$ cat src/inc/watchdog_defs.svh
// What this block does
// - At terminal count the watchdog gives its chosen response, reset or interrupt.
// - Software selects the time-out response: forced reset or interrupt request.
// - The counter advances on its own slow oscillator tick, not the system clock.
// - Only two operating states exist: off and on.
// - Once on, it counts without pause; software must refresh it to avoid time-out.
// - A refresh instruction or the always-on option bit turns the watchdog on.
// - With the always-on option set, counting starts right after reset.
// - A 24-bit reloadable down counter, reload held in three 8-bit registers.
// - Reload value is upper, high and low byte, upper byte most significant.
// - Nominal time-out in milliseconds is the reload value divided by ten.
// - Refresh is ignored once the count has reached two.
`ifndef WATCHDOG_DEFS_SVH
`define WATCHDOG_DEFS_SVH

`define WD_CLK_FREQ_HZ 50000000
`define WD_RC_FREQ_HZ 10000
`define WD_TICK_DIV (`WD_CLK_FREQ_HZ / `WD_RC_FREQ_HZ)

`define WD_ADDR_W 8
`define WD_OFF_CTRL 8'h00
`define WD_OFF_RELOAD_UPPER 8'h04
`define WD_OFF_RELOAD_HIGH 8'h08
`define WD_OFF_RELOAD_LOW 8'h0c
`define WD_OFF_REFRESH 8'h10
`define WD_OFF_STATUS 8'h14
`define WD_OFF_INT_STAT 8'h18
`define WD_OFF_INT_MASK 8'h1c
`define WD_OFF_COUNT 8'h20

`define WD_CTRL_RESP_BIT 0
`define WD_STAT_ON_BIT 0
`define WD_STAT_LOCK_BIT 1
`define WD_STAT_AO_BIT 2
`define WD_INT_TIMEOUT_BIT 0
`define WD_INT_REFUSED_BIT 1
`define WD_INT_W 2

`define WD_RST_UPPER 8'hff
`define WD_RST_HIGH 8'hff
`define WD_RST_LOW 8'hff
`define WD_RST_CTRL 1'b0
`define WD_RST_MASK 2'h0

`define WD_LOCK_COUNT 24'h000002
`define WD_MIN_RELOAD 24'h000004
`define WD_LAST_COUNT 24'h000001

`define WD_RESP_OKAY 2'h0
`define WD_RESP_SLVERR 2'h2

`endif

$ cat src/inc/watchdog_pkg.sv
package watchdog_pkg;
  typedef enum logic {ST_OFF, ST_ON} wd_state_t;
  typedef logic [23:0] wd_count_t;
endpackage

$ cat src/hdl/wd_sync3.sv
`timescale 1ns/1ps
module wd_sync3 (
  input wire logic clk_i,
  input wire logic arst_n_i,
  input wire logic d_i,
  output logic q_o
);
  logic s1_r;
  logic s2_r;
  logic s3_r;

  always_ff @(posedge clk_i or negedge arst_n_i) begin
    if (!arst_n_i) begin
      s1_r <= 1'b0;
      s2_r <= 1'b0;
      s3_r <= 1'b0;
      q_o <= 1'b0;
    end else begin
      s1_r <= d_i;
      s2_r <= s1_r;
      s3_r <= s2_r;
      // A level counts only once two settled stages agree
      if (s2_r == s3_r) begin
        q_o <= s3_r;
      end
    end
  end
endmodule // wd_sync3

$ cat src/hdl/wd_tick_gen.sv
`timescale 1ns/1ps
module wd_tick_gen #(
  parameter int unsigned DIV = 5000
) (
  input wire logic clk_i,
  input wire logic arst_n_i,
  output logic tick_o
);
  logic [31:0] cnt_r;
  wire last_w = (cnt_r == 32'(DIV - 1));

  always_ff @(posedge clk_i or negedge arst_n_i) begin
    if (!arst_n_i) begin
      cnt_r <= 32'h0;
      tick_o <= 1'b0;
    end else begin
      cnt_r <= last_w ? 32'h0 : cnt_r + 32'h1;
      tick_o <= last_w;
    end
  end
endmodule // wd_tick_gen

$ cat src/hdl/watchdog_timeout_counter.sv
`timescale 1ns/1ps
`include "watchdog_defs.svh"
module watchdog_timeout_counter #(
  parameter int unsigned TICK_DIV = `WD_TICK_DIV
) (
  input wire logic clk_i,
  input wire logic arst_n_i,
  input wire logic watchdog_always_on_option_i,
  input wire logic [`WD_ADDR_W-1:0] s_axi_awaddr_i,
  input wire logic s_axi_awvalid_i,
  output logic s_axi_awready_o,
  input wire logic [31:0] s_axi_wdata_i,
  input wire logic [3:0] s_axi_wstrb_i,
  input wire logic s_axi_wvalid_i,
  output logic s_axi_wready_o,
  output logic [1:0] s_axi_bresp_o,
  output logic s_axi_bvalid_o,
  input wire logic s_axi_bready_i,
  input wire logic [`WD_ADDR_W-1:0] s_axi_araddr_i,
  input wire logic s_axi_arvalid_i,
  output logic s_axi_arready_o,
  output logic [31:0] s_axi_rdata_o,
  output logic [1:0] s_axi_rresp_o,
  output logic s_axi_rvalid_o,
  input wire logic s_axi_rready_i,
  output logic wd_reset_req_o,
  output logic irq_o
);

  // Write and read channel holding registers
  logic aw_held_r;
  logic [`WD_ADDR_W-1:0] aw_addr_r;
  logic w_held_r;
  logic [31:0] w_data_r;
  logic [3:0] w_strb_r;
  logic bvalid_r;
  logic [1:0] bresp_r;
  logic rvalid_r;
  logic [31:0] rdata_r;
  logic [1:0] rresp_r;

  // Software visible state
  logic resp_irq_r;
  logic [7:0] reload_upper_byte_r;
  logic [7:0] reload_high_byte_r;
  logic [7:0] reload_low_byte_r;
  logic [`WD_INT_W-1:0] int_stat_r;
  logic [`WD_INT_W-1:0] int_stat_nxt;
  logic [`WD_INT_W-1:0] int_mask_r;

  // Counter state
  watchdog_pkg::wd_state_t state_r;
  watchdog_pkg::wd_state_t state_nxt;
  watchdog_pkg::wd_count_t count_r;
  watchdog_pkg::wd_count_t count_nxt;
  logic timeout;
  logic irq_r;
  logic wd_reset_r;

  logic rc_tick;
  logic always_on;

  // Slow oscillator stand-in: one enable pulse per oscillator period
  wd_tick_gen #(
    .DIV(TICK_DIV)
  ) u_tick (
    .clk_i(clk_i),
    .arst_n_i(arst_n_i),
    .tick_o(rc_tick)
  );

  // Option bit comes from outside this clock domain
  wd_sync3 u_ao_sync (
    .clk_i(clk_i),
    .arst_n_i(arst_n_i),
    .d_i(watchdog_always_on_option_i),
    .q_o(always_on)
  );

  // Write path decode
  wire wr_go = aw_held_r & w_held_r & ~bvalid_r;
  wire wr_lane0 = w_strb_r[0];
  wire wr_ctrl = wr_go & wr_lane0 & (aw_addr_r == `WD_OFF_CTRL);
  wire wr_upper = wr_go & wr_lane0 & (aw_addr_r == `WD_OFF_RELOAD_UPPER);
  wire wr_high = wr_go & wr_lane0 & (aw_addr_r == `WD_OFF_RELOAD_HIGH);
  wire wr_low = wr_go & wr_lane0 & (aw_addr_r == `WD_OFF_RELOAD_LOW);
  wire wr_refresh = wr_go & (aw_addr_r == `WD_OFF_REFRESH);
  wire wr_int_stat = wr_go & wr_lane0 & (aw_addr_r == `WD_OFF_INT_STAT);
  wire wr_int_mask = wr_go & wr_lane0 & (aw_addr_r == `WD_OFF_INT_MASK);
  wire wr_mapped = (aw_addr_r == `WD_OFF_CTRL) |
                   (aw_addr_r == `WD_OFF_RELOAD_UPPER) |
                   (aw_addr_r == `WD_OFF_RELOAD_HIGH) |
                   (aw_addr_r == `WD_OFF_RELOAD_LOW) |
                   (aw_addr_r == `WD_OFF_REFRESH) |
                   (aw_addr_r == `WD_OFF_STATUS) |
                   (aw_addr_r == `WD_OFF_INT_STAT) |
                   (aw_addr_r == `WD_OFF_INT_MASK) |
                   (aw_addr_r == `WD_OFF_COUNT);

  assign s_axi_awready_o = ~aw_held_r & ~bvalid_r;
  assign s_axi_wready_o = ~w_held_r & ~bvalid_r;
  assign s_axi_bvalid_o = bvalid_r;
  assign s_axi_bresp_o = bresp_r;

  // Reload value, upper byte most significant
  wire [23:0] reload_value = {reload_upper_byte_r, reload_high_byte_r,
                              reload_low_byte_r};

  // Refresh is locked out near the end so a late refresh cannot save a stuck program
  wire refresh_locked = (state_r == watchdog_pkg::ST_ON) &
                        (count_r <= `WD_LOCK_COUNT);
  wire refresh_ok = wr_refresh & ~refresh_locked;
  wire refresh_refused = wr_refresh & refresh_locked;

  // Counter next state
  always_comb begin
    state_nxt = state_r;
    count_nxt = count_r;
    timeout = 1'b0;
    unique case (state_r)
      watchdog_pkg::ST_OFF: begin
        if (wr_refresh | always_on) begin
          state_nxt = watchdog_pkg::ST_ON;
          count_nxt = reload_value;
        end
      end
      watchdog_pkg::ST_ON: begin
        if (refresh_ok) begin
          count_nxt = reload_value;
        end else if (rc_tick) begin
          if (count_r <= `WD_LAST_COUNT) begin
            // Terminal count: fire and keep counting from the reload value
            timeout = 1'b1;
            count_nxt = reload_value;
          end else begin
            count_nxt = count_r - 24'h1;
          end
        end
      end
    endcase
  end

  always_ff @(posedge clk_i or negedge arst_n_i) begin
    if (!arst_n_i) begin
      state_r <= watchdog_pkg::ST_OFF;
      count_r <= {`WD_RST_UPPER, `WD_RST_HIGH, `WD_RST_LOW};
    end else begin
      state_r <= state_nxt;
      count_r <= count_nxt;
    end
  end

  // Response selection
  wire timeout_irq = timeout & resp_irq_r;
  wire timeout_rst = timeout & ~resp_irq_r;

  always_ff @(posedge clk_i or negedge arst_n_i) begin
    if (!arst_n_i) begin
      wd_reset_r <= 1'b0;
    end else begin
      wd_reset_r <= timeout_rst;
    end
  end
  assign wd_reset_req_o = wd_reset_r;

  // Sticky events; a new event wins over a same-cycle write-one-to-clear
  wire [`WD_INT_W-1:0] int_set = {refresh_refused, timeout_irq};
  wire [`WD_INT_W-1:0] int_clr = wr_int_stat ? w_data_r[`WD_INT_W-1:0] : '0;
  assign int_stat_nxt = (int_stat_r & ~int_clr) | int_set;

  always_ff @(posedge clk_i or negedge arst_n_i) begin
    if (!arst_n_i) begin
      int_stat_r <= '0;
      irq_r <= 1'b0;
    end else begin
      int_stat_r <= int_stat_nxt;
      irq_r <= |(int_stat_nxt & int_mask_r);
    end
  end
  assign irq_o = irq_r;

  // Software registers
  always_ff @(posedge clk_i or negedge arst_n_i) begin
    if (!arst_n_i) begin
      resp_irq_r <= `WD_RST_CTRL;
      reload_upper_byte_r <= `WD_RST_UPPER;
      reload_high_byte_r <= `WD_RST_HIGH;
      reload_low_byte_r <= `WD_RST_LOW;
      int_mask_r <= `WD_RST_MASK;
    end else begin
      if (wr_ctrl) begin
        resp_irq_r <= w_data_r[`WD_CTRL_RESP_BIT];
      end
      // Values below the minimum reload are software's to avoid, stored as given
      if (wr_upper) begin
        reload_upper_byte_r <= w_data_r[7:0];
      end
      if (wr_high) begin
        reload_high_byte_r <= w_data_r[7:0];
      end
      if (wr_low) begin
        reload_low_byte_r <= w_data_r[7:0];
      end
      if (wr_int_mask) begin
        int_mask_r <= w_data_r[`WD_INT_W-1:0];
      end
    end
  end

  // Write channel: address and data taken in either order
  always_ff @(posedge clk_i or negedge arst_n_i) begin
    if (!arst_n_i) begin
      aw_held_r <= 1'b0;
      aw_addr_r <= '0;
    end else if (s_axi_awvalid_i & s_axi_awready_o) begin
      aw_held_r <= 1'b1;
      aw_addr_r <= s_axi_awaddr_i;
    end else if (wr_go) begin
      aw_held_r <= 1'b0;
    end
  end

  always_ff @(posedge clk_i or negedge arst_n_i) begin
    if (!arst_n_i) begin
      w_held_r <= 1'b0;
      w_data_r <= 32'h0;
      w_strb_r <= 4'h0;
    end else if (s_axi_wvalid_i & s_axi_wready_o) begin
      w_held_r <= 1'b1;
      w_data_r <= s_axi_wdata_i;
      w_strb_r <= s_axi_wstrb_i;
    end else if (wr_go) begin
      w_held_r <= 1'b0;
    end
  end

  always_ff @(posedge clk_i or negedge arst_n_i) begin
    if (!arst_n_i) begin
      bvalid_r <= 1'b0;
      bresp_r <= `WD_RESP_OKAY;
    end else if (wr_go) begin
      bvalid_r <= 1'b1;
      bresp_r <= wr_mapped ? `WD_RESP_OKAY : `WD_RESP_SLVERR;
    end else if (s_axi_bready_i) begin
      bvalid_r <= 1'b0;
    end
  end

  // Read path
  wire [31:0] status_word = {29'h0, always_on, refresh_locked,
                             state_r == watchdog_pkg::ST_ON};
  wire rd_ctrl = (s_axi_araddr_i == `WD_OFF_CTRL);
  wire rd_upper = (s_axi_araddr_i == `WD_OFF_RELOAD_UPPER);
  wire rd_high = (s_axi_araddr_i == `WD_OFF_RELOAD_HIGH);
  wire rd_low = (s_axi_araddr_i == `WD_OFF_RELOAD_LOW);
  wire rd_refresh = (s_axi_araddr_i == `WD_OFF_REFRESH);
  wire rd_status = (s_axi_araddr_i == `WD_OFF_STATUS);
  wire rd_int_stat = (s_axi_araddr_i == `WD_OFF_INT_STAT);
  wire rd_int_mask = (s_axi_araddr_i == `WD_OFF_INT_MASK);
  wire rd_count = (s_axi_araddr_i == `WD_OFF_COUNT);
  wire rd_mapped = rd_ctrl | rd_upper | rd_high | rd_low | rd_refresh |
                   rd_status | rd_int_stat | rd_int_mask | rd_count;
  // Refresh register reads as zero; it only has a write effect
  wire [31:0] rd_word =
    ({32{rd_ctrl}} & {31'h0, resp_irq_r}) |
    ({32{rd_upper}} & {24'h0, reload_upper_byte_r}) |
    ({32{rd_high}} & {24'h0, reload_high_byte_r}) |
    ({32{rd_low}} & {24'h0, reload_low_byte_r}) |
    ({32{rd_status}} & status_word) |
    ({32{rd_int_stat}} & {30'h0, int_stat_r}) |
    ({32{rd_int_mask}} & {30'h0, int_mask_r}) |
    ({32{rd_count}} & {8'h0, count_r});

  assign s_axi_arready_o = ~rvalid_r;
  assign s_axi_rvalid_o = rvalid_r;
  assign s_axi_rdata_o = rdata_r;
  assign s_axi_rresp_o = rresp_r;

  always_ff @(posedge clk_i or negedge arst_n_i) begin
    if (!arst_n_i) begin
      rvalid_r <= 1'b0;
      rdata_r <= 32'h0;
      rresp_r <= `WD_RESP_OKAY;
    end else if (s_axi_arvalid_i & s_axi_arready_o) begin
      rvalid_r <= 1'b1;
      rdata_r <= rd_word;
      rresp_r <= rd_mapped ? `WD_RESP_OKAY : `WD_RESP_SLVERR;
    end else if (s_axi_rready_i) begin
      rvalid_r <= 1'b0;
    end
  end

endmodule // watchdog_timeout_counter

$ cat config.mk
export PLATFORM = sky130hd
export DESIGN_NAME = watchdog_timeout_counter
export DESIGN_NICKNAME = d
export VERILOG_FILES = /design/src/inc/watchdog_pkg.sv /design/src/hdl/wd_sync3.sv /design/src/hdl/wd_tick_gen.sv /design/src/hdl/watchdog_timeout_counter.sv
export VERILOG_INCLUDE_DIRS = /design/src /design/src/inc
export SDC_FILE = /design/constraint.sdc
export NUM_CORES = 1
export LEC_CHECK = 0
export BUFFER_PORTS_ARGS = -buffer_cell sky130_fd_sc_hd__buf_2
export CAP_MARGIN = 20
export CORE_MARGIN = 2
export CORE_UTILIZATION = 40
export CTS_CLUSTER_SIZE = 30
export DETAILED_ROUTE_END_ITERATION = 6
export SYNTH_ARGS = -nofsm -noshare
export SYNTH_HDL_FRONTEND = slang
export SYNTH_SLANG_ARGS = --single-unit
$ cat constraint.sdc
create_clock -name clk_i -period 2.4 [get_ports clk_i]
set_input_delay 0.36 -clock clk_i [delete_from_list [all_inputs] [get_ports clk_i]]
set_output_delay 0.36 -clock clk_i [all_outputs]
set_load 0.02 [all_outputs]
# [Yosys cells after proc, flatten, opt, wreduce, memory -nomap -nowiden]
# Cells that the tools add are included.
[classes] add_sub_neg=2 multipliers=0 n_div=0 n_lt_le_gt_ge=2 n_eq_ne=20 n_shift=0 muxes=22 n_bitwise=63 reduce_logical=8
[ops] cell="32-bit OR" count=7
[ops] cell="32-bit by 8-bit AND with 32-bit output" count=3
[ops] cell="24-bit 2-to-1 mux" count=4
[ops] cell="32-bit by 2-bit AND with 32-bit output" count=2
[ops] cell="8-bit by 5-bit == test with 1-bit output (second input constant)" count=8
[ops] cell="24-bit one-hot mux with 2 select lines" count=1
[ops] cell="32-bit by 1-bit adder with 32-bit output (second input constant)" count=1
[ops] cell="32-bit by 1-bit AND with 32-bit output" count=1
[ops] cell="32-bit by 24-bit AND with 32-bit output" count=1
[ops] cell="32-bit by 3-bit AND with 32-bit output" count=1
[ops] cell="32-bit by 13-bit == test with 1-bit output (second input constant)" count=1
[ops] cell="8-bit by 4-bit == test with 1-bit output (second input constant)" count=4
[ops] cell="32-bit 2-to-1 mux" count=1
[ops] cell="24-bit by 1-bit <= comparator with 1-bit output (second input constant)" count=1
[ops] cell="24-bit by 2-bit <= comparator with 1-bit output (second input constant)" count=1
[ops] cell="24-bit by 1-bit subtractor with 24-bit output (second input constant)" count=1
[ops] cell="1-bit AND" count=20
[ops] cell="1-bit OR" count=17
[ops] cell="8-bit by 3-bit == test with 1-bit output (second input constant)" count=2
[ops] cell="8-bit by 6-bit == test with 1-bit output (second input constant)" count=2
[ops] cell="8-bit zero test" count=2
[ops] cell="1-bit 2-to-1 mux" count=13
[ops] cell="2-bit nonzero test" count=4
[ops] cell="1-bit NOT" count=7
[ops] cell="9 further kinds" count=12
[word_totals] register_bits=150 latchBits=0 ram_bits=0 romBits=0 input_bits=60 out_inout_bits=43 elab_cells=143 memories=0

# [Longest topological paths before layout]
# Gate-level depths: netlist of run 1.
[logic_depth] ltp_word=10 mapped_depth=10

# [Modules after synthesis]
# Synthesis of run 1 repeated with hierarchy kept, for this count alone.
[unflattened] hier_cells=642 area_unflattened_um2=6857.8
[by_module_without_submodules] module="watchdog_timeout_counter" n_inst=1 cells_each=500 area_per_inst_um2=5182.5 seq_area_each_um2=2637.5
[by_module_without_submodules] module="wd_tick_gen" n_inst=1 cells_each=137 area_per_inst_um2=1564.0 seq_area_each_um2=825.8
[by_module_without_submodules] module="wd_sync3" n_inst=1 cells_each=5 area_per_inst_um2=111.4 seq_area_each_um2=100.1

# [Worst setup path before layout of run 1]
# OpenSTA, ideal clock, no wires.
[synth_path] path_kind="register -> register" from="register count_r[4]" to="register count_r[15]" arrival_time_ns=2.333 slack_ns=-0.027 stages_incl_launch_ff=10 n_path_buf=3 cell_sequence="dfstp_2 -> buf_2 -> nor4_2 -> nand3_1 -> o41a_1 -> a211oi_2 -> buf_6 -> buf_12 -> mux2i_1 -> o22ai_1"
[synth_between] elab_chain_cells=6 word_cells_on_any_way=12 classes_between="add/sub: 1; order compare: 2; eq/ne: 1; mux: 4; bitwise: 3; reduce/logical: 1"
[synth_rtl] item="start: declaration" line_no="watchdog_timeout_counter.sv:54" source="watchdog_pkg::wd_count_t count_r;"
[synth_rtl] item="start signal: assignment" line_no="watchdog_timeout_counter.sv:146" source="count_r <= {`WD_RST_UPPER, `WD_RST_HIGH, `WD_RST_LOW};"
[synth_rtl] item="start signal: assignment" line_no="watchdog_timeout_counter.sv:149" source="count_r <= count_nxt;"
[synth_rtl] item="24-bit by 2-bit <= comparator with 1-bit output (no source line)"
[synth_rtl] item="1-bit AND" line_no="watchdog_timeout_counter.sv:110" source="wire refresh_locked = (state_r == watchdog_pkg::ST_ON) &"
[synth_rtl] item="1-bit NOT" line_no="watchdog_timeout_counter.sv:112" source="wire refresh_ok = wr_refresh & ~refresh_locked;"
[synth_rtl] item="1-bit AND" line_no="watchdog_timeout_counter.sv:112"
[synth_rtl] item="24-bit 2-to-1 mux or 3-bit by 1-bit != test with 1-bit output (tied branches)"
[synth_rtl] item="24-bit one-hot mux with 2 select lines or 2-bit AND reduction (tied branches)"
# Parallel ways exist; a longest one is shown, timed or not. The select of a mux whose other input is x is not followed.
# A chain may end at the register's enable or synchronous reset.

# [Worst setup path after layout of run 1]
[layout_path] from="register count_r[7]" to="register count_r[14]"
# Same word-level chain as after synthesis.

==> summary.md, run 1 <==
| Metric | Value |
|---|---|
| Status | `finished, violations left` |
| Failing checks | `setup timing` |
| Critical path, cell by cell | `nor4_4, nand3_4, o41a_1, buf_6, a211o_4, buf_12, o21a_1, a2bb2oi_2` |
| Worst-path fanout max | `11` |
| Vias in the first global route | `between 5000 and 6000` |
| Clock transition at path regs | `roughly 60 ps` |
| Critical path buffer and inverter count | `2` |
| Mean Syn Cell Area | `around 11 um^2` |
| Worst Hold End | `u_ao_sync.s1_r` |
| Worst path max stage delay | `approximately 500 ps` |
| Diode count | `0` |
| DR pass1 iterations | `6` |
| Peak VDD IR | `~0.62 mV` |
| Total congestion overflow | `0` |
| Capture point of the worst reg-to-reg path | `count_r[14]` |
| Max-cap violations | `0` |
| Delay-heaviest family, CP | `compound AO/OA/AOI/OAI gates` |
| Final instance area | `around 8400 um^2` |
| Clock Tree Root | `clkbuf_16` |
| Drc violations | `0` |
| Final Setup Violations | `1` |
| Share of cells above drive strength 1 | `0.346` |
| Pwr dens | `882 nW/um^2` |
| CTS tree | `done` |
| Clk_lat worst skew | `between 400 and 500 ps` |
| Worst hold-check path type | `input pin to register` |
| Critical path required time | `about 2700 ps` |
| Arr. time, crit path | `approximately 2800 ps` |
| Synth top area share | `0.339` |
| WHS Path Cells | `1` |
| Post-place instance area | `7650 um^2` |
| Clock Skews | `7.50 ps` |
| CTS Buf Count | `17` |
| I/O Buffers | `65` |
| Synth warnings | `0` |
| RD Place Congestion | `0.840` |
| Crit-path slowest cell | `o41a_1` |
| Design Power | `~7.4 mW` |
| CTS H-Tree Depth | `4` |
| All-Layer GR Usage | `0.186` |
| Slew headroom | `0.592` |
| Io pins | `103` |
| Starting Density | `0.409` |
| Clk sinks | `140` |
| Antenna viol nets, final | `0` |
| Die Wd | `134 um` |
| Worst reg2reg startpoint | `count_r[7]` |
| CP startpoint kind | `register` |
| Flip-flop and latch count after synthesis | `140` |
| # fillers | `between 1000 and 1500` |
| Final Critical Period | `between 2000 and 2500 ps` |
| Gate count of the mapped netlist | `around 640` |
| Pleak | `approximately 3.8 nW` |
| Seq/Total Area, Yosys | `0.525` |
| 1st-iter DRT viols | `between 300 and 400` |
| Max Clk Rate | `416 MHz` |
| Final wirelength | `approximately 16000 um` |
| Yosys top cell by area | `dfrtp_1` |
| Vias per cell | `roughly 5.5` |
| Final count of pins violating max slew | `0` |
| Period utilization | `1.00` |
| Largest net degree at the start of global routing | `67` |
| Core ar. | `around 17000 um^2` |
| FFs w/ async S/R, synth | `1.00` |
| TNS Setup | `-6.45 ps` |
| Reg2reg path depth | `8` |
| Routed WL per cell | `between 15 and 20 um` |
| Row cnt | `between 40 and 50` |
| Synth Cell Area | `about 6800 um^2` |
| Initial antenna violation count | `0` |
| Routed vias | `~5400` |
| Post-DP HPWL | `between 10000 and 15000 um` |
| Die area | `between 15000 and 20000 um^2` |
| Maximum buffer depth of the clock tree | `2` |
| Post-synth EDFFs | `0` |
| Synth unique cells | `59` |
| Final Hold Fails | `0` |
| Final nets | `812` |
| CP endpoint kind | `register` |
| Critical path class | `register to register` |
| P&R area growth vs syn | `24.2%` |
| Hold_ws | `around 50 ps` |
| First-pass GRT wire length | `26500 um` |
| Post-route worst setup slack | `-6.45 ps` |
| Die Y | `134 um` |
| RSZ-0062 raised after global routing | `yes` |
| Worst slew pin tran | `between 600 and 700 ps` |
| R2R Setup Slk | `-6 ps` |
| Top area cells in the synthesized netlist | `dfrtp_1 34%, dfstp_2 19%, mux2_2 7.0%` |
| Hold Startpoint | `watchdog_always_on_option_i` |
| Ys flop type | `dfrtp_1` |
==> registers in the layout (all words and copies together) (netlist names), 2 cells and up <==
signal	count
count_r	24
reload_high_byte_r	8
w_data_r	8
s_axi_rdata_o	24
reload_upper_byte_r	8
u_tick.cnt_r	32
int_mask_r	2
aw_addr_r	8
int_stat_r	2
reload_low_byte_r	8
==> power breakdown <==
part / internal [mW] / switching, mW
logic: 0.788 / 0.918
clock network: 1.61 / 0.976
registers: 2.80 / 0.337
==> layout make-up <==
cell class,instances,area (um^2),share of cell area
sequential,140,3560,0.423
tap,220,275,0.0327
timing repair buffer,123,856,0.102
clock buffer,22,474,0.0563
clock inverter,10,114,0.0135
multi-input combinational,452,3090,0.367
inverter,14,52.6,0.00623
==> routing by layer <==
metal,share of wire,vias to the layer above,track usage
li1,-,2512,-
met1,0.44,2668,0.233
met2,0.49,152,0.312
met3,0.049,25,0.0438
met4,0.024,0,0.0713
met5,0,-,0
==> worst max-delay path by stage <==
| stage | from | endpoint | slack (ps) | cells after the start |
|---|---|---|---|---|
| 2_1_floorplan | count_r[15] | count_r[15] | 20 | 9 |
| 3_3_place_gp | aw_addr_r[1] | count_r[18] | 9 | 8 |
| 3_5_place_dp | count_r[10] | count_r[7] | -60 | 8 |
| 4_1_cts | aw_addr_r[1] | count_r[14] | 30 | 8 |
| 5_1_grt | count_r[7] | count_r[18] | -120 | 7 |
| 6_report | count_r[7] | count_r[14] | -6 | 8 |
==> repair_timing <==
action,in CTS,in global routing
endpoints found under the setup margin,23,48
hold endpoints to repair,54,0
cloned,2,1
gates resized for setup,6,33
hold buffers,1,0
pin swaps,3,10
buffers inserted,2,5
==> cell families after synthesis <==
group | synth area share
other | 0.000553
and+or+nand+nor | 0.170
xor gates and xnor gates | 0.0374
adders and majority gates | 0.00885
muxes | 0.108
AOI/OAI and AO/OA | 0.109
DFF | 0.525
buffers and inverters | 0.0413
==> through the flow <==
stage          utilization  instances  setup slack [ps]
3_5_place_dp         0.461        939             -61.6
2_1_floorplan            -        645              22.8
4_1_cts              0.501        976              26.5
6_report             0.508        981             -6.45
5_1_grt              0.508        981              -115
3_3_place_gp         0.461        939              9.48
==> synth_stat cells, drive strengths merged (18+ instances only) <==
| cell type | instances |
|---|---|
| mux2 | 42 |
| dfstp | 48 |
| buf | 18 |
| dfrtp | 92 |
| o21ai | 54 |
| nor3 | 21 |
| nor2 | 35 |
| clkbuf | 21 |
| nand2 | 75 |
| nor4 | 19 |
| nand3 | 22 |
| xnor2 | 19 |
| mux2i | 26 |
==> worst reg2reg max path, delay by kind of cell (launching register included) <==
family / cells / cell delay [ps]
AOI/OAI and AO/OA: 4 / 1110
and+or+nand+nor: 2 / 510
DFF: 1 / 390
buffers and inverters: 2 / 320
==> cell usage in the layout (no fill, tap or decap), drive strengths merged, types with 4 or more instances in the layout <==
cell      instances
nand2            75
mux2i            26
inv              15
a21oi             7
xnor2            19
a21boi            5
conb             10
clkinvlp          4
dfrtp            92
and3              9
nor2             35
nand4            11
mux2             42
buf             121
o2bb2ai          14
nand3            22
or3               5
nor2b             4
nor4             19
nor3             21
dfstp            48
xor2             10
clkbuf           23
o21ai            54
a222oi            5
nand3b            5
ha                4
or4               6
(Power assumes the default switching activity.)
==> run 2: changes to the inputs <==
--- a/config.mk
+++ b/config.mk
@@ -6,12 +6,12 @@
 export SDC_FILE = /design/constraint.sdc
 export NUM_CORES = 1
 export LEC_CHECK = 0
-export BUFFER_PORTS_ARGS = -buffer_cell sky130_fd_sc_hd__buf_2
 export CAP_MARGIN = 20
 export CORE_MARGIN = 2
 export CORE_UTILIZATION = 40
 export CTS_CLUSTER_SIZE = 30
 export DETAILED_ROUTE_END_ITERATION = 6
+export DONT_BUFFER_PORTS = 1
 export SYNTH_ARGS = -nofsm -noshare
 export SYNTH_HDL_FRONTEND = slang
 export SYNTH_SLANG_ARGS = --single-unit
==> run 2 against run 1 <==
  * The run ends with hold timing left
  * First-iteration DRC count decreased by 4.6%
  * Wire length decreased by 0.21%
  * Hold slack got worse by 420 ps
  * Clock-buffer cell count decreased by 2
  * Die area unchanged
  * Core utilization decreased by 1.5 points
  * Clock skew decreased by 0.60 ps
  * Fmax increased by 0.30%
  * Global-route usage decreased by 0.29 points
  * Largest cell class unchanged
==> summary.md, run 2 (synthesized netlist as in run 1, its figures left out) <==
| Metric | Value |
|---|---|
| Vias in the first global route | `5075 (-5.9%)` |
| Failing checks | `hold timing` |
| 1st-iter DRT viols | `356 (-4.6%)` |
| Maximum buffer depth of the clock tree | `2 (unchanged)` |
| Drc violations | `0 (unchanged)` |
| Capture point of the worst reg-to-reg path | `count_r[20]` |
| All-Layer GR Usage | `0.183 (-0.00289)` |
| Hold_ws | `-365 ps (-415 ps)` |
| Combinational power share | `0.217 (-0.013)` |
| Pleak | `3.55 nW (-7.1%)` |
| Share of power burned in registers | `0.426 (+0.003)` |
| Arr. time, crit path | `2740 ps (about the same)` |
| Status | `finished, violations left` |
| Die Wd | `134 um (unchanged)` |
| Routed WL per cell | `17.4 um (+6.2%)` |
| First-pass GRT wire length | `26000 um (-1.9%)` |
| DR WL met3 | `889 um (+14%)` |
| Core ar. | `16600 um^2 (unchanged)` |
| CTS tree | `done` |
| Max-cap violations | `0 (unchanged)` |
| Post-place instance area | `7280 um^2 (-4.8%)` |
| CP startpoint kind | `register` |
| CP endpoint kind | `register` |
| Final count of pins violating max slew | `0 (unchanged)` |
| DR pass1 iterations | `6 (unchanged)` |
| Critical path, cell by cell | `nor4_4, nand3_4, o41a_1, buf_4, o21a_4, buf_8, buf_8, buf_6, a22oi_2` |
| Peak VDD IR | `0.554 mV (-10%)` |
| Pwr dens | `906 nW/um^2 (+2.8%)` |
| R2R Setup Slk | `0.6 ps (about the same)` |
| Die area | `18000 um^2 (unchanged)` |
| Hold Buf Count CTS | `1 (unchanged)` |
| Initial antenna violation count | `3 (+3)` |
| CTS Buf Count | `17 (unchanged)` |
| Clock Tree Root | `clkbuf_16` |
| CTS H-Tree Depth | `4 (unchanged)` |
| Switching share of power | `0.299 (-0.00112)` |
| Top reg by flops | `u_tick.cnt_r` |
| Clock transition at path regs | `60 ps (about the same)` |
| Most frequent cells in the layout | `92 x dfrtp_1, 75 x nand2_1, 48 x dfstp_2` |
| Antenna viol nets, final | `0 (unchanged)` |
| Clk sinks | `140 (unchanged)` |
| RD Place Congestion | `0.827 (-1.5%)` |
| I/O Buffers | `0 (-100%)` |
| Clk_lat worst skew | `420 ps (about the same)` |
| Max reg flops | `32 (unchanged)` |
| Storage cell area | `3560 um^2 (unchanged)` |
| Clock share of power | `0.357 (+0.009)` |
| Clock Skews | `6.90 ps (-0.598 ps)` |
| Worst hold-check path type | `input pin to async pin` |
| Share of cells above drive strength 1 | `0.293 (-0.0523)` |
| Row cnt | `47 (unchanged)` |
| Largest net degree at the start of global routing | `141 (+110%)` |
| Worst path max stage delay | `490 ps (about the same)` |
| Crit-path slowest cell | `o41a_1` |
| Final instance area | `8190 um^2 (-2.9%)` |
| Worst reg2reg startpoint | `count_r[7]` |
| RSZ-0062 raised after global routing | `yes` |
| Crit path top cell by count | `buf_8` |
| Max Used Layer | `met4` |
| Final Setup Violations | `0 (-1)` |
| P&R area growth vs syn | `20.7%` |
| Slew headroom | `0.635 (+0.0431)` |
| Final nets | `750 (-7.6%)` |
| Critical path class | `register to register` |
| Metal1 wirelength | `7020 um (-0.37%)` |
| Worst-path fanout max | `8 (-3)` |
| Vias per cell | `5.47 (+0.20%)` |
| Max Clk Rate | `417 MHz (+0.30%)` |
| Final wirelength | `16100 um (-0.21%)` |
| Area occupied by multi-input gates | `3110 um^2 (+0.40%)` |
| Final Critical Period | `2400 ps (-7.10 ps)` |
| Total congestion overflow | `0 (unchanged)` |
| Final Hold Fails | `140 (+140)` |
| Commonest non-fill, non-tap cell in the layout | `dfrtp_1` |
| Detail Route met2 WL | `7800 um (-1.1%)` |
| Reg2reg path depth | `9 (+1)` |
| Int Pwr | `5.20 mW (about the same)` |
| Post-DP HPWL | `10700 um (-5.0%)` |
| Io pins | `103 (unchanged)` |
| Switch Pwr | `2.22 mW (-0.50%)` |
| Worst slew pin tran | `542 ps (-69.6 ps)` |
| Routed vias | `5045 (-5.8%)` |
| Starting Density | `0.409 (unchanged)` |
| # fillers | `1490 (-0.13%)` |
| Critical path required time | `2740 ps (about the same)` |
| Die Y | `134 um (unchanged)` |
| Period utilization | `1.00 (-0.00296)` |
-- run 2: power groups by stage --
stage	Clock (mW)	Combinational, mW	Sequential [mW]
after global placement	0	1.38	3.17
after floorplan	0	0.984	3.11
after CTS	2.72	1.51	3.14
after detailed placement	0	1.42	3.19
after global routing	2.82	1.76	3.21
final	2.65	1.61	3.16
-- run 2: final cells by class --
| class | instances | area share |
|---|---|---|
| diodes | 3 | 0.000917 |
| clock buffers | 20 | 0.0570 |
| clock inverters | 12 | 0.0167 |
| inverters | 14 | 0.00642 |
| multi-input cells | 452 | 0.379 |
| flip-flops and latches | 140 | 0.435 |
| well taps | 220 | 0.0336 |
| repair buffers | 61 | 0.0708 |
-- run 2: what timing repair did --
item | in CTS | in global routing
hold endpoints to repair | 141 | 140
setup buffers | 5 | 7
setup endpoints to repair | 23 | 49
cloned | 1 | 2
resized for setup | 6 | 30
pin swaps | 4 | 11
-- run 2: through the flow --
step                      power (mW)   util  setup TNS, ps  worst slack [ps]  instances
after floorplan                 4.09      -              0              22.8        645
after global placement          4.55  0.439          -64.8             -16.4        871
after detailed placement        4.62  0.439          -1410             -87.4        871
after CTS                       7.37  0.481              0             0.530        910
after global routing            7.79  0.493           -551             -63.6        919
final                           7.42  0.494              0             0.645        922
-- run 2: how the worst max path moves through the flow --
| stage | from | end | slack, ps | cells after the start |
|---|---|---|---|---|
| finish | count_r[7] | count_r[20] | 0.6 | 9 |
| floorplan | count_r[15] | count_r[15] | 20 | 9 |
| global route | aw_addr_r[6] | count_r[1] | -60 | 10 |
| detailed placement | aw_addr_r[1] | count_r[14] | -90 | 8 |
| CTS | aw_addr_r[1] | count_r[14] | 0.5 | 8 |
| global placement | aw_addr_r[1] | count_r[20] | -20 | 8 |
-- run 2: critical path, delay by kind of cell (launching register included) --
family | cells | cell delay [ps]
AOI/OAI and AO/OA | 3 | 890
buffers and inverters | 4 | 560
and+or+nand+nor | 2 | 480
DFF | 1 | 390
-- run 2: layer usage --
layer / vias to the layer above / track usage
met4: 0 / 0.0725
li1: 2382 / -
met5: - / 0
met1: 2496 / 0.232
met3: 25 / 0.0533
met2: 142 / 0.295
==> run 3: changes to the inputs <==
--- a/config.mk
+++ b/config.mk
@@ -9,9 +9,11 @@
 export CAP_MARGIN = 20
 export CORE_MARGIN = 2
 export CORE_UTILIZATION = 40
+export CTS_BUF_LIST = sky130_fd_sc_hd__clkbuf_4
 export CTS_CLUSTER_SIZE = 30
 export DETAILED_ROUTE_END_ITERATION = 6
 export DONT_BUFFER_PORTS = 1
+export SKIP_CTS_REPAIR_TIMING = 1
 export SYNTH_ARGS = -nofsm -noshare
 export SYNTH_HDL_FRONTEND = slang
 export SYNTH_SLANG_ARGS = --single-unit
==> run 3 against run 2 <==
  * The run ends with hold timing, setup timing left
  * Clock-buffer cell count down 3
  * Wire length shrank 0.81%
  * Worst setup slack got worse by 120 ps
  * First-iteration DRC count shrank 8.7%
  * Via count up 0.22%
  * Hold slack got worse by 130 ps
  * Critical path depth is the same
  * Clock power down 43%
  * Sequential share of layout area rose by 0.79 points
  * Die area unchanged
  * Global-route usage is 0.61 points lower
  * Critical path type unchanged
  * Critical endpoint is now count_r[23]
  * Largest power group unchanged
==> summary.md, run 3 (synthesized netlist as in run 1, its figures left out) <==
| Metric | Value |
|---|---|
| Status | `finished, violations left` |
| Failing checks | `hold timing, setup timing` |
| Maximum buffer depth of the clock tree | `2 (unchanged)` |
| P&R area growth vs syn | `18.5%` |
| Pwr dens | `785 nW/um^2 (-13%)` |
| Pleak | `3.49 nW (-1.9%)` |
| Max Clk Rate | `397 MHz (-4.7%)` |
| Met2 GRT Util | `0.284 (-0.0113)` |
| TNS Setup | `-1310 ps (-1310 ps)` |
| CP startpoint kind | `register` |
| Period utilization | `1.05 (+0.0493)` |
| CP endpoint kind | `register` |
| Routing usage on met1 | `0.229 (-0.00229)` |
| Total congestion overflow | `0 (unchanged)` |
| Critical path class | `register to register` |
| Clock Tree Root | `clkbuf_4` |
| Max reg flops | `32 (unchanged)` |
| Final Setup Violations | `17 (+17)` |
| Post-route worst setup slack | `-118 ps (-118 ps)` |
| RSZ-0062 raised after global routing | `yes` |
| Clk_lat worst skew | `550 ps (+130 ps)` |
| Arr. time, crit path | `2980 ps (+240 ps)` |
| Core ar. | `16600 um^2 (unchanged)` |
| Final Hold Fails | `140 (unchanged)` |
| First-pass GRT wire length | `25300 um (-2.7%)` |
| Die Wd | `134 um (unchanged)` |
| Commonest non-fill, non-tap cell in the layout | `dfrtp_1` |
| Die area | `18000 um^2 (unchanged)` |
| RD Place Congestion | `0.827 (unchanged)` |
| Routed WL per cell | `16.9 um (-2.7%)` |
| Critical path buffer and inverter count | `3 (-1)` |
| DR pass1 iterations | `5 (-1)` |
| Worst path max stage delay | `470 ps (-20 ps)` |
| All-Layer GR Usage | `0.177 (-0.00609)` |
| Most frequent cells in the layout | `92 x dfrtp_1, 75 x nand2_1, 52 x o21ai_0` |
| Delay-heaviest family, CP | `compound AO/OA/AOI/OAI gates` |
| Switching share of power | `0.330 (+0.0305)` |
| Final Critical Period | `2520 ps (+118 ps)` |
| Share of cells above drive strength 1 | `0.282 (-0.0113)` |
| Io pins | `103 (unchanged)` |
| Final wirelength | `15900 um (-0.81%)` |
| I/O Buffers | `0 (unchanged)` |
| Worst slew pin tran | `519 ps (-22.5 ps)` |
| Drc violations | `0 (unchanged)` |
| CTS H-Tree Depth | `4 (unchanged)` |
| Worst-path fanout max | `7 (-1)` |
| 1st-iter DRT viols | `325 (-8.7%)` |
| Crit-path slowest cell | `o41a_1` |
| Final instance area | `8040 um^2 (-1.8%)` |
| Met3 global-route usage | `0.0548 (+0.00151)` |
| Slew headroom | `0.651 (+0.0151)` |
| Top reg by flops | `u_tick.cnt_r` |
| Final count of pins violating max slew | `0 (unchanged)` |
| Starting Density | `0.409 (unchanged)` |
| Row cnt | `47 (unchanged)` |
| Max-cap violations | `0 (unchanged)` |
| Final nets | `771 (+2.8%)` |
| Post-DP HPWL | `10700 um (unchanged)` |
| Clk sinks | `140 (unchanged)` |
| Largest net degree at the start of global routing | `141 (unchanged)` |
| Post-place instance area | `7280 um^2 (unchanged)` |
| Antenna viol nets, final | `0 (unchanged)` |
| Die Y | `134 um (unchanged)` |
| CTS Buf Count | `17 (unchanged)` |
| Vias per cell | `5.38 (-1.7%)` |
| Clock share of power | `0.238 (-0.119)` |
| Diode count | `0 (-3)` |
| Clock Skews | `21.5 ps (+14.6 ps)` |
| Critical path required time | `2860 ps (+120 ps)` |
| Initial antenna violation count | `0 (-3)` |
| Critical path, cell by cell | `nor4_4, nand3b_1, o41a_1, buf_4, a211oi_4, buf_6, clkbuf_16, mux2i_1, o2bb2ai_1` |
| Peak VDD IR | `0.494 mV (-11%)` |
| Vias in the first global route | `4956 (-2.3%)` |
| Share of power burned in registers | `0.501 (+0.075)` |
| Hold_ws | `-494 ps (-128 ps)` |
| Clock transition at path regs | `110 ps (+50 ps)` |
| CTS tree | `done` |
| Int Pwr | `4.23 mW (-19%)` |
| Gr busiest metal | `met2` |
| Switch Pwr | `2.08 mW (-6.3%)` |
| Combinational power share | `0.261 (+0.044)` |
| Routed vias | `5056 (+0.22%)` |
| Worst hold-check path type | `input pin to async pin` |
-- run 3: cell count changes in the layout (fill, tap and decap cells not counted), moves of 2 or more --
cell / previous run / this run
dlygate4sd3_1: 1 / 23
clkbuf_4: 0 / 17
clkbuf_16: 18 / 2
o21ai_0: 47 / 52
o21ai_1: 7 / 2
buf_4: 46 / 49
clkbuf_8: 3 / 0
clkinv_1: 0 / 3
diode_2: 3 / 0
buf_8: 2 / 0
-- run 3: worst paths after layout --
path                       cells past startpoint                to      startpoint  slack (ps)
setup reg to reg                               9       count_r[23]     count_r[15]        -120
min in group clk_i                             2          w_held_r  s_axi_wvalid_i         110
hold reg to reg                                0    u_ao_sync.s2_r  u_ao_sync.s1_r         380
hold / removal                                 0  s_axi_rresp_o[1]        arst_n_i        -490
max in group asynchronous                      0        count_r[1]        arst_n_i        2550
setup / recovery                               9       count_r[23]     count_r[15]        -120
-- run 3: layout make-up --
type,count,area [um^2]
fillers,1536,8540
flip-flops and latches,140,3560
multi-input cells,452,3120
repair buffers,82,758
well taps,220,275
clock inverters,15,148
clock buffers,17,128
inverters,14,52.6
-- run 3: power groups by stage --
| stage | clock [mW] | sequential [mW] | combinational, mW |
|---|---|---|---|
| floorplan | 0 | 3.11 | 0.984 |
| global placement | 0 | 3.17 | 1.38 |
| detailed placement | 0 | 3.19 | 1.42 |
| CTS | 1.56 | 3.15 | 1.43 |
| global route | 1.66 | 3.21 | 1.80 |
| finish | 1.50 | 3.16 | 1.65 |
-- run 3: worst reg2reg max path, stage by stage, from the launching register on --
cell and delay, ps:
dfstp_2 400, nor4_4 300, nand3b_1 230, o41a_1 470, buf_4 160, a211oi_4 240, buf_6 190, clkbuf_16 170
mux2i_1 220, o2bb2ai_1 80
-- run 3: routing by layer --
layer  wire length, um  part of all wire  vias to the layer above
li1                  -                 -                     2418
met1              7240              0.45                     2500
met2              7620              0.48                      119
met3               755             0.047                       19
met4               318             0.020                        0
met5                 0                 0                        -
-- run 3: stage by stage --
step,power [mW],std cells,utilization,setup WS [ps]
final,6.31,940,0.485,-118
after global placement,4.55,871,0.439,-16.4
after detailed placement,4.62,871,0.439,-87.4
after global routing,6.67,940,0.485,-237
after CTS,6.13,903,0.456,-129
after floorplan,4.09,645,-,22.8
